--- src/hdl/bcs_pkg.sv ---
/*
  Package for the breaker communication status logic: position codes,
  indicator codes, write action classes, timing counts and defaults.
  Assumes a single 20 MHz system clock and synchronous active-high reset.
*/
package bcs_pkg;

  // System clock rate in hertz.
  localparam longint CLK_HZ = 64'h0000_0000_0131_2D00;

  // Delay before the missing-breaker diagnostic, in seconds.
  localparam int NOT_PRESENT_DIAG_S = 10;

  // Cycle count of that delay.
  localparam longint NP_DIAG_CYCLES = CLK_HZ * NOT_PRESENT_DIAG_S;

  // Width of the diagnostic delay counter.
  localparam int NP_CNT_W = 28;

  // Half period of the flashing green indicator, in milliseconds.
  localparam int FLASH_HALF_MS = 500;

  // Cycle count of half a flash period.
  localparam longint FLASH_HALF_CYCLES = (CLK_HZ * FLASH_HALF_MS) / 1000;

  // Width of the flash counter.
  localparam int FLASH_CNT_W = 24;

  // Factory fieldbus station address.
  localparam logic [6:0] STATION_ADDR_RST = 7'h7E;

  // Width of the local data image address and data.
  localparam int IMG_AW = 8;
  localparam int IMG_DW = 16;

  // Width of the internal breaker bus node address.
  localparam int NODE_W = 3;

  // Width of the write action class code.
  localparam int ACT_W = 4;

  // Decoded breaker position.
  typedef enum logic [1:0]
  {
    POS_NOT_PRESENT  = 2'h0,
    POS_DISCONNECTED = 2'h1,
    POS_TEST         = 2'h2,
    POS_CONNECTED    = 2'h3
  } bcs_pos_type;

  // Colour of a two-colour status indicator.
  typedef enum logic [1:0]
  {
    LED_OFF   = 2'h0,
    LED_RED   = 2'h1,
    LED_GREEN = 2'h2
  } bcs_led_type;

  // Fieldbus write action classes.
  typedef enum logic [3:0]
  {
    ACT_SWITCH       = 4'h0,
    ACT_TRIP_RESET   = 4'h1,
    ACT_PROT_PARAM   = 4'h2,
    ACT_EXT_PROT     = 4'h3,
    ACT_TRIP_UNIT_LINK_INDICATOR_PARAM   = 4'h4,
    ACT_METER_PARAM  = 4'h5,
    ACT_MAINT_RESET  = 4'h6,
    ACT_FORCE_OUT    = 4'h7,
    ACT_STARTUP_XFER = 4'h8,
    ACT_WAVE_TRIG    = 4'h9,
    ACT_WAVE_READ    = 4'hA,
    ACT_THRESH_PARAM = 4'hB,
    ACT_SYS_TIME     = 4'hC,
    ACT_FREE_TEXT    = 4'hD,
    ACT_MINMAX_RESET = 4'hE,
    ACT_USER_OUTPUT  = 4'hF
  } bcs_act_type;

endpackage

--- src/hdl/bcs_np_diag.sv ---
/*
  Delayed missing-breaker diagnostic. Counts the time spent in the
  not-present position and raises the diagnostic after the full delay.
  Assumes the position input is already synchronised to i_clk_sys.
*/
`timescale 1ns/1ps
module bcs_np_diag
  import bcs_pkg::*;
#(
  parameter longint DELAY_CYCLES = NP_DIAG_CYCLES
)
(
  input  wire logic        i_clk_sys,    // System clock.
  input  wire logic        i_rst,        // Synchronous reset.
  input  wire bcs_pos_type i_pos,        // Next reported position.
  input  wire logic        i_test_seen,  // Test switch actuated.
  output logic             o_diag        // Not-present diagnostic.
);

  logic [NP_CNT_W-1:0] cnt_q;
  logic [NP_CNT_W-1:0] cnt_d;
  logic                diag_q;
  logic                diag_d;
  logic                absent;
  logic                expired;

  // Counting runs only while the breaker is about to be reported absent.
  // The count starts one cycle early, so it is held against the full delay.
  assign absent  = (i_pos == POS_NOT_PRESENT) && !i_test_seen;
  assign expired = (cnt_q >= NP_CNT_W'(DELAY_CYCLES));
  assign cnt_d   = !absent ? '0 :
                   (expired ? cnt_q : cnt_q + NP_CNT_W'(1));
  // A test switch before expiry clears the count so nothing is raised.
  assign diag_d  = absent && (diag_q || expired);

  // Counter and diagnostic flag.
  always_ff @(posedge i_clk_sys)
  begin
    if (i_rst)
    begin
      cnt_q  <= '0;
      diag_q <= 1'b0;
    end
    else
    begin
      cnt_q  <= cnt_d;
      diag_q <= diag_d;
    end
  end

  assign o_diag = diag_q;

endmodule

--- src/hdl/bcs_status.sv ---
/*
  Status and access-control logic of the breaker fieldbus module.
  // Functional notes
  // - Decode one-hot switches into breaker position.
  // - Keep old position while no switch actuated.
  // - Front switch release reports not present immediately.
  // - Raise not-present diagnostic after ten seconds.
  // - Test switch before expiry cancels the diagnostic.
  // - Refuse fieldbus writes without write permit.
  // - Block switching, parameters, resets, forcing, startup.
  // - Allow waveform, threshold, time, text, minmax, output.
  // - Station address defaults to 126, configurable.
  // - Fieldbus indicator green only with class 1 traffic.
  // - Internal bus indicator off, red, flashing, green.
  // - Answer host reads from local data image.
  // - Route host writes to addressed internal node.
  Assumes pins arrive asynchronously and are synchronised here; host and
  internal bus strobes come from logic on i_clk_sys.
*/
`timescale 1ns/1ps
module bcs_status
  import bcs_pkg::*;
#(
  parameter longint DIAG_CYCLES = NP_DIAG_CYCLES,
  parameter longint FLASH_CYCLES = FLASH_HALF_CYCLES
)
(
  input  wire logic              i_clk_sys,        // System clock.
  input  wire logic              i_rst,            // Sync reset.
  input  wire logic              i_rear_position_switch,   // Pin.
  input  wire logic              i_middle_position_switch, // Pin.
  input  wire logic              i_front_position_switch,  // Pin.
  input  wire logic              i_write_permit_input,     // Pin.
  input  wire logic              i_addr_cfg_we,    // Load station addr.
  input  wire logic [6:0]        i_addr_cfg,       // New station addr.
  input  wire logic              i_class1_cyclic,  // Class 1 exchange.
  input  wire logic              i_ibus_fault,     // Internal bus fault.
  input  wire logic              i_ibus_any_node,  // Any node found.
  input  wire logic              i_ibus_core_node, // Meter or trip unit.
  input  wire logic              i_img_we,         // Image update.
  input  wire logic [IMG_AW-1:0] i_img_waddr,      // Image update addr.
  input  wire logic [IMG_DW-1:0] i_img_wdata,      // Image update data.
  input  wire logic              i_host_rd,        // Host read request.
  input  wire logic [IMG_AW-1:0] i_host_raddr,     // Host read addr.
  input  wire logic              i_host_wr,        // Host write request.
  input  wire bcs_act_type       i_host_act,       // Write action class.
  input  wire logic [NODE_W-1:0] i_host_node,      // Target node.
  input  wire logic [IMG_DW-1:0] i_host_wdata,     // Write data.
  output bcs_pos_type            o_pos,            // Reported position.
  output logic                   o_np_diag,        // Not-present diag.
  output logic [6:0]             o_station_addr,   // Station address.
  output bcs_led_type            o_fieldbus_led,   // Fieldbus indicator.
  output bcs_led_type            o_ibus_led,       // Internal indicator.
  output logic                   o_host_rvalid,    // Read answer valid.
  output logic [IMG_DW-1:0]      o_host_rdata,     // Read answer data.
  output logic                   o_host_wr_ack,    // Write accepted.
  output logic                   o_host_wr_refused,// Write refused.
  output logic                   o_ibus_wr,        // Internal write.
  output logic [NODE_W-1:0]      o_ibus_node,      // Internal node.
  output logic [IMG_DW-1:0]      o_ibus_wdata      // Internal data.
);

  // Allowed-while-protected action classes.
  function automatic logic act_allowed(input bcs_act_type a);
    unique case (a)
      ACT_WAVE_TRIG, ACT_WAVE_READ, ACT_THRESH_PARAM, ACT_SYS_TIME,
      ACT_FREE_TEXT, ACT_MINMAX_RESET, ACT_USER_OUTPUT:
        act_allowed = 1'b1;
      default:
        act_allowed = 1'b0;
    endcase
  endfunction

  logic [3:0]             s1_q;
  logic [3:0]             s2_q;
  logic [3:0]             pins;
  logic                   rear;
  logic                   mid;
  logic                   front;
  logic                   permit;
  bcs_pos_type            pos_q;
  bcs_pos_type            pos_d;
  logic                   front_q;
  logic [6:0]             addr_q;
  logic [FLASH_CNT_W-1:0] fl_cnt_q;
  logic [FLASH_CNT_W-1:0] fl_cnt_d;
  logic                   fl_ph_q;
  logic                   fl_wrap;
  logic [IMG_DW-1:0]      img_q [0:(1<<IMG_AW)-1];
  logic [IMG_DW-1:0]      rdata_q;
  logic                   rvalid_q;
  logic                   wr_ok;
  logic                   ack_q;
  logic                   ref_q;
  logic                   iwr_q;
  logic [NODE_W-1:0]      inode_q;
  logic [IMG_DW-1:0]      idata_q;
  bcs_led_type            fb_led_d;
  bcs_led_type            fb_led_q;
  bcs_led_type            ib_led_d;
  bcs_led_type            ib_led_q;

  // Two-stage synchronisers for the switch and permit pins.
  assign pins = {i_write_permit_input, i_front_position_switch,
                 i_middle_position_switch, i_rear_position_switch};
  always_ff @(posedge i_clk_sys)
  begin
    if (i_rst)
    begin
      s1_q <= 4'h0;
      s2_q <= 4'h0;
    end
    else
    begin
      s1_q <= pins;
      s2_q <= s1_q;
    end
  end

  assign rear   = s2_q[0];
  assign mid    = s2_q[1];
  assign front  = s2_q[2];
  assign permit = s2_q[3];

  // Position decode; one-hot patterns, or all switches open just after front release, define a new position.
  assign pos_d =
    ( rear && !mid && !front) ? POS_CONNECTED :
    (!rear &&  mid && !front) ? POS_TEST :
    (!rear && !mid &&  front) ? POS_DISCONNECTED :
    (front_q && !front && !rear && !mid) ? POS_NOT_PRESENT :
    pos_q;

  // Position register and front switch history.
  always_ff @(posedge i_clk_sys)
  begin
    if (i_rst)
    begin
      pos_q   <= POS_NOT_PRESENT;
      front_q <= 1'b0;
    end
    else
    begin
      pos_q   <= pos_d;
      front_q <= front;
    end
  end

  assign o_pos = pos_q;

  // Delayed diagnostic for a missing breaker. It watches the next position,
  // so the flag drops at the same edge at which the position leaves absent.
  bcs_np_diag #(
    .DELAY_CYCLES (DIAG_CYCLES)
  ) u_np_diag (
    .i_clk_sys   (i_clk_sys),
    .i_rst       (i_rst),
    .i_pos       (pos_d),
    .i_test_seen (mid),
    .o_diag      (o_np_diag)
  );

  // Station address with factory default.
  always_ff @(posedge i_clk_sys)
  begin
    if (i_rst)
      addr_q <= STATION_ADDR_RST;
    else if (i_addr_cfg_we)
      addr_q <= i_addr_cfg;
  end

  assign o_station_addr = addr_q;

  // Flash timebase for the internal bus indicator.
  assign fl_wrap  = (fl_cnt_q >= FLASH_CNT_W'(FLASH_CYCLES - 1));
  assign fl_cnt_d = fl_wrap ? '0 : fl_cnt_q + FLASH_CNT_W'(1);
  always_ff @(posedge i_clk_sys)
  begin
    if (i_rst)
    begin
      fl_cnt_q <= '0;
      fl_ph_q  <= 1'b0;
    end
    else
    begin
      fl_cnt_q <= fl_cnt_d;
      fl_ph_q  <= fl_ph_q ^ fl_wrap;
    end
  end

  // Indicator colours.
  assign fb_led_d = i_class1_cyclic ? LED_GREEN : LED_RED;
  assign ib_led_d =
    i_ibus_fault     ? LED_RED :
    !i_ibus_any_node ? LED_OFF :
    i_ibus_core_node ? LED_GREEN :
    (fl_ph_q ? LED_GREEN : LED_OFF);

  // Indicator registers follow their inputs through reset as well, so the
  // lights keep showing the bus state while the rest of the block is held,
  // save a flashing internal bus light, which stays off while reset holds fl_ph_q at 0.
  always_ff @(posedge i_clk_sys)
  begin
    fb_led_q <= fb_led_d;
    ib_led_q <= ib_led_d;
  end

  assign o_fieldbus_led = fb_led_q;
  assign o_ibus_led     = ib_led_q;

  // Local data image, refreshed from the internal bus.
  always_ff @(posedge i_clk_sys)
  begin
    if (i_img_we)
      img_q[i_img_waddr] <= i_img_wdata;
  end

  // Host read answer one cycle after the request.
  always_ff @(posedge i_clk_sys)
  begin
    if (i_rst)
    begin
      rvalid_q <= 1'b0;
      rdata_q  <= '0;
    end
    else
    begin
      rvalid_q <= i_host_rd;
      if (i_host_rd)
        rdata_q <= img_q[i_host_raddr];
    end
  end

  assign o_host_rvalid = rvalid_q;
  assign o_host_rdata  = rdata_q;

  // Write gate: permit open or action in the allowed set.
  assign wr_ok = permit || act_allowed(i_host_act);

  // Write acknowledge and forwarding to the internal bus.
  always_ff @(posedge i_clk_sys)
  begin
    if (i_rst)
    begin
      ack_q   <= 1'b0;
      ref_q   <= 1'b0;
      iwr_q   <= 1'b0;
      inode_q <= '0;
      idata_q <= '0;
    end
    else
    begin
      ack_q <= i_host_wr && wr_ok;
      ref_q <= i_host_wr && !wr_ok;
      iwr_q <= i_host_wr && wr_ok;
      if (i_host_wr && wr_ok)
      begin
        inode_q <= i_host_node;
        idata_q <= i_host_wdata;
      end
    end
  end

  assign o_host_wr_ack     = ack_q;
  assign o_host_wr_refused = ref_q;
  assign o_ibus_wr         = iwr_q;
  assign o_ibus_node       = inode_q;
  assign o_ibus_wdata      = idata_q;

endmodule

--- config.mk ---
export PLATFORM = sky130hd
export DESIGN_NAME = bcs_status
export DESIGN_NICKNAME = d
export VERILOG_FILES = /design/src/hdl/bcs_pkg.sv /design/src/hdl/bcs_np_diag.sv /design/src/hdl/bcs_status.sv
export SDC_FILE = /design/constraint.sdc
export NUM_CORES = 2
export LEC_CHECK = 0
export BUFFER_PORTS_ARGS = -buffer_cell sky130_fd_sc_hd__buf_2
export CORE_AREA = 2 2 543 761
export DETAILED_ROUTE_END_ITERATION = 8
export DIE_AREA = 0 0 545 763
export PLACE_DENSITY = 0.51
export SLEW_MARGIN = 20
export SYNTH_ARGS = -nofsm -noshare
export SYNTH_HDL_FRONTEND = slang
export SYNTH_SLANG_ARGS = --single-unit
--- constraint.sdc ---
create_clock -name i_clk_sys -period 5.71 [get_ports i_clk_sys]
set_input_delay 0.571 -clock i_clk_sys [delete_from_list [all_inputs] [get_ports i_clk_sys]]
set_output_delay 0.571 -clock i_clk_sys [all_outputs]
set_load 0.05 [all_outputs]
Word-level counts from Yosys, hierarchy flattened

Memories as Yosys holds them, arrays and structs flattened. A register that Yosys moved wholly into a read port is not among the register bits.
Cells that the tools add are included.
W data, S select, Z words.

Flip-flop bits (word level): 98
RAM bits: 4096
Bits of input ports: 76
Logic and storage cells: 67
Memories kept: 1

Memory list:

| name  | depth | width | rd ports | clocked after memory_dff | wr ports | line             | RTL |
|---|---|---|---|---|---|---|---|
| img_q | 256   | 16    | 1        | 1                        | 1        | bcs_status.sv:89 | `logic [IMG_DW-1:0] img_q [0:(1<<IMG_AW)-1];` |

Add/sub/neg operators: 2
$lt $le $gt $ge: 2
Equal/unequal tests: 7
Muxes and demuxes: 11
Bitwise operators: 3
Reduce and logical (&&, ||, !) cells: 24

Operator list:

| cell                    | count |
|---|---|
| $add A28 B1 Y28 const B | 1 |
| $eq A4 B4 Y1 const B    | 7 |
| $ge A28 B28 Y1 const B  | 1 |
| $add A24 B1 Y24 const B | 1 |
| $ge A24 B24 Y1 const B  | 1 |
| $mux W2                 | 7 |
| $logic_and A1 B1 Y1     | 13 |
| $reduce_or A7 Y1        | 1 |
| $reduce_or A2 Y1        | 3 |
| $logic_not A1 Y1        | 4 |
| $mux W1                 | 4 |
| $logic_not A2 Y1        | 1 |
| $logic_or A1 B1 Y1      | 2 |
| $not A1 Y1              | 2 |
| $xor A1 B1 Y1           | 1 |

Depth between registers and ports, before layout

Word-level depth: 12
Gate-level depth with buffers: 14
Mapped depth without buffers: 7

By module

From an unflattened synthesis, not the netlist that was laid out.

Cell total of the unflattened synthesis: 7958
Area total of the unflattened synthesis: 162822.4 um2

By module, submodules not included:

| module      | times used | cells each | area each (um2) |
|---|---|---|---|
| bcs_status  | 1          | 7772       | 161260.9 |
| bcs_np_diag | 1          | 186        | 1561.5 |

Least setup slack after synthesis

OpenSTA, ideal clock, no wires.

Path kind: input port to flip-flop
Start: input port i_img_waddr[0]
End: memory img_q[237][0], enable pin
Setup time: 0.388 ns
Data arrival time: 2.348 ns
Data required time: 5.322 ns
Slack: 2.974 ns
Stages on the path: 6
Cells stage by stage: clkbuf_1 > nor2b_1 > clkbuf_1 > nand4_1 > clkbuf_1 > nor2_1

RTL lines:

| what               | line             | RTL |
|---|---|---|
| start: declaration | bcs_status.sv:41 | `input wire logic [IMG_AW-1:0] i_img_waddr,` |
| end: declaration   | bcs_status.sv:89 |  |

Straight into the memory's write port.

==> impl_metrics.py <==
metrics = {
    "outcome": {
        "outcome": "complete, no violations",
    },
    "yosys": {
        "ys.flop_type": "edfxtp_1",
        "synth_top_area_share": 0.7541,
        "syn_nets": 8148,
        "synth-edff-count": 4096,
        "ys_ff_latch": 4210,
        "synth.avg_cell_area_um2": 20.21,
        "ys_async_sr_fraction": 0,
        "yosysTopAreaCell": "edfxtp_1",
        "synth_area_um2": 163100,
        "ys_top_cells_by_area": "edfxtp_1, mux4_2, mux2i_1, dfxtp_1, o22ai_1",
        "yosysSeqAreaShare": 0.7681,
        "synth.distinct_cells": 89,
        "yosysWarnings": 0,
        "synth_cells": 8069,
    },
    "setup_path": {
        "critPathMaxFanout": 60,
        "crit_slowest_cell": "nor3_1",
        "r2r_end": "o_host_rdata[5]",
        "cpPeakStageDelay_ps": 660,
        "required_ps": 6610,
        "cp_common_cell": "buf_4",
        "r2r-start": "img_q[55][5]",
        "critPathLaunchType": "primary input",
        "crit_type": "primary input to flop",
        "r2r_slack_ps": 2480,
        "crit_arrival_ps": 4800,
        "crit_start": "i_host_raddr[1]",
        "path_cells": "buf_8 > buf_4 > buf_12 > buf_4 > mux4_2 > mux2i_1 > o21ai_0 > o2111ai_1 > nor3_1 > a211o_1",
        "critPathCaptureType": "flop",
        "reg2reg_depth": 7,
    },
    "worst_hold_path": {
        "hp-start": "i_host_rd",
        "holdPathStages": 2,
        "hold_end": "o_host_rvalid",
        "min_path_type": "primary input to flop",
    },
    "grt": {
        "antenna_found_initial": 39,
        "grt_pass1_wl_mm": 662.1,
        "overflow": 0,
        "grt_max_degree": 180,
        "grt_pass1_vias": 83420,
        "grtUsageTotal": 0.2261,
    },
    "floorplanning": {
        "fp-row-count": 278,
        "core-area_um2": 408700,
        "die_area_um2": 415800,
        "start_util": 0.3991,
        "die_h_um": 763,
        "ios": 129,
        "chipWidth_um": 545,
    },
    "timing": {
        "rsz0062_at_grt": "no",
        "hold_violations": 0,
        "slew_headroom": 0.06546,
        "finClkSkew_ps": 77.90,
        "setup_tns_ps": 0,
        "max_clock_freq_ghz": 0.2560,
        "min_period_ps": 3906,
        "finalSetupViolCount": 0,
        "slew_viol_final": 0,
        "worstMarginPinSlew_ps": 1366,
        "period_share": 0.6840,
    },
    "detailed_routing": {
        "wl_met3_mm": 27.95,
        "vias": 82450,
        "wl_per_cell_um": 32.84,
        "routed_wl_mm": 475.0,
        "ant_nets": 0,
        "viasPerCell": 5.700,
        "dr_wl_met2_mm": 242.1,
        "drc": 0,
        "highest_layer": "met5",
        "drt_iter0_drc": 8418,
        "wl_met1_mm": 184.5,
        "first_pass_iters": 7,
    },
    "clocking": {
        "h-tree-depth": 5,
        "cts_root_buffer": "clkbuf_16",
        "cts_buffer_depth": 4,
        "clock_latency_ps": 970,
        "tritoncts": "built",
        "clk_pin_slew_ps": 60,
        "cts_setup_buffers": 0,
        "cts_made_buffers": 408,
        "cts-resized-gates": 0,
        "cts.sinks": 4210,
    },
    "power": {
        "p_per_area_nw_per_um2": 345.3,
        "vdd_drop_max_v": 0.0003501,
        "p_leak_uw": 0.05947,
    },
    "finish": {
        "drive_gt1_frac": 0.2234,
        "fillers": 34530,
        "area_growth_pct": 13.88,
        "fin_area_um2": 185700,
        "num-nets-final": 8734,
    },
    "job": {
        "cap_violations": 0,
    },
    "placement": {
        "detailed_place_hpwl_mm": 291.9,
        "placement.cell_area_um2": 172000,
        "port_buffers": 128,
        "routabilityCongestion": 0.8593,
    },
}
-- worst max-delay path: cells and delay by family --
family,cells,cell delay (ps)
compound gates,3,1120
simple gates,1,660
buf+inv,4,1820
mux,2,400
-- stage by stage --
stage          hold slack [ps]  total power, uW  setup slack, ps  instances    util
2_1_floorplan            413.8            36370             2974       8069       -
3_3_place_gp             423.7            37960            82.65      13650  0.4203
3_5_place_dp             436.8            38020            898.3      13650  0.4208
4_1_cts                 0.5315            64720             1944      14430  0.4539
5_1_grt                  57.68            65920             1795      14450  0.4544
6_report                 73.91            64140             1804      14470  0.4545
-- kinds of logic after synthesis --
family | count (synthesis) | synth area share
muxes | 1412 | 0.1420
DFF | 4210 | 0.7681
AOI/OAI and AO/OA | 966 | 0.04062
and+or+nand+nor | 946 | 0.02578
xor gates and xnor gates | 31 | 0.001665
adders and majority gates | 3 | 0.0002302
buffers and inverters | 501 | 0.02160
-- sequential cells by signal, summed over array words and instances (netlist names) --
name               cells
o_station_addr         7
fl_cnt_q              24
o_fieldbus_led         2
o_ibus_wr              1
fl_ph_q                1
o_ibus_led             2
u_np_diag.o_diag       1
img_q               4096
u_np_diag.cnt_q       28
o_pos                  2
o_ibus_wdata          16
o_ibus_node            3
o_host_rdata          16
front_q                1
s2_q                   4
o_host_wr_refused      1
o_host_rvalid          1
s1_q                   4
-- layout by cell type, fill, tap and decap left out, drive strengths merged, types with 142 or more instances in the layout --
master / count
a21oi: 142
buf: 610
clkbuf: 508
clkinv: 157
edfxtp: 4096
mux2i: 692
mux4: 705
nand2: 309
nor2: 355
o22ai: 232
-- metal layers --
layer  global-route usage  vias to the layer above
met3              0.03530                      643
met4              0.08409                       18
met1               0.2856                    44480
li1                     -                    34640
met2               0.3916                     2672
met5                    0                        -
-- what timing repair did --
action                                 in CTS  in global routing
hold buffers                               48                  1
endpoints found under the hold margin     112                  5
setup endpoints to repair                   0                  0
-- power breakdown --
part | internal, uW | switching, uW | leakage [uW]
clock network | 15200 | 11600 | 0.00636
logic | 1020 | 2290 | 0.0154
registers | 34000 | 56.9 | 0.0377
-- synth_stat cells (all sizes together), types with 28 or more instances --
| master | instances |
|---|---|
| a2111oi | 46 |
| a211oi | 94 |
| a21oi | 142 |
| a22oi | 66 |
| buf | 321 |
| clkbuf | 156 |
| dfxtp | 114 |
| edfxtp | 4096 |
| mux2i | 692 |
| mux4 | 705 |
| nand2 | 309 |
| nand3 | 95 |
| nand4 | 36 |
| nor2 | 355 |
| nor2b | 28 |
| o21ai | 135 |
| o221ai | 122 |
| o22ai | 232 |
-- worst max-delay path by stage --
stage	end	slack, ps	depth (start not counted)
detailed placement	o_host_rdata[3]	900	9
global placement	o_host_rdata[5]	80	11
floorplan	img_q[237][0]	2970	6
CTS	o_host_rdata[13]	1940	10
global route	o_host_rdata[13]	1790	10
finish	o_host_rdata[13]	1800	10
-- area by class of cell --
type                            instances  area (um2)  area share
Clock buffer                          508       10830     0.05832
Timing Repair Buffer                  660        5574     0.03001
Inverter                               17       71.32   0.0003840
Clock inverter                        223        2181     0.01174
Antenna cell                           29       72.57   0.0003907
Tap cell                             5460        6832     0.03678
Sequential cell                      4210      125300      0.6745
Multi-Input combinational cell       3358       34900      0.1879
(Power assumes the default switching activity.)
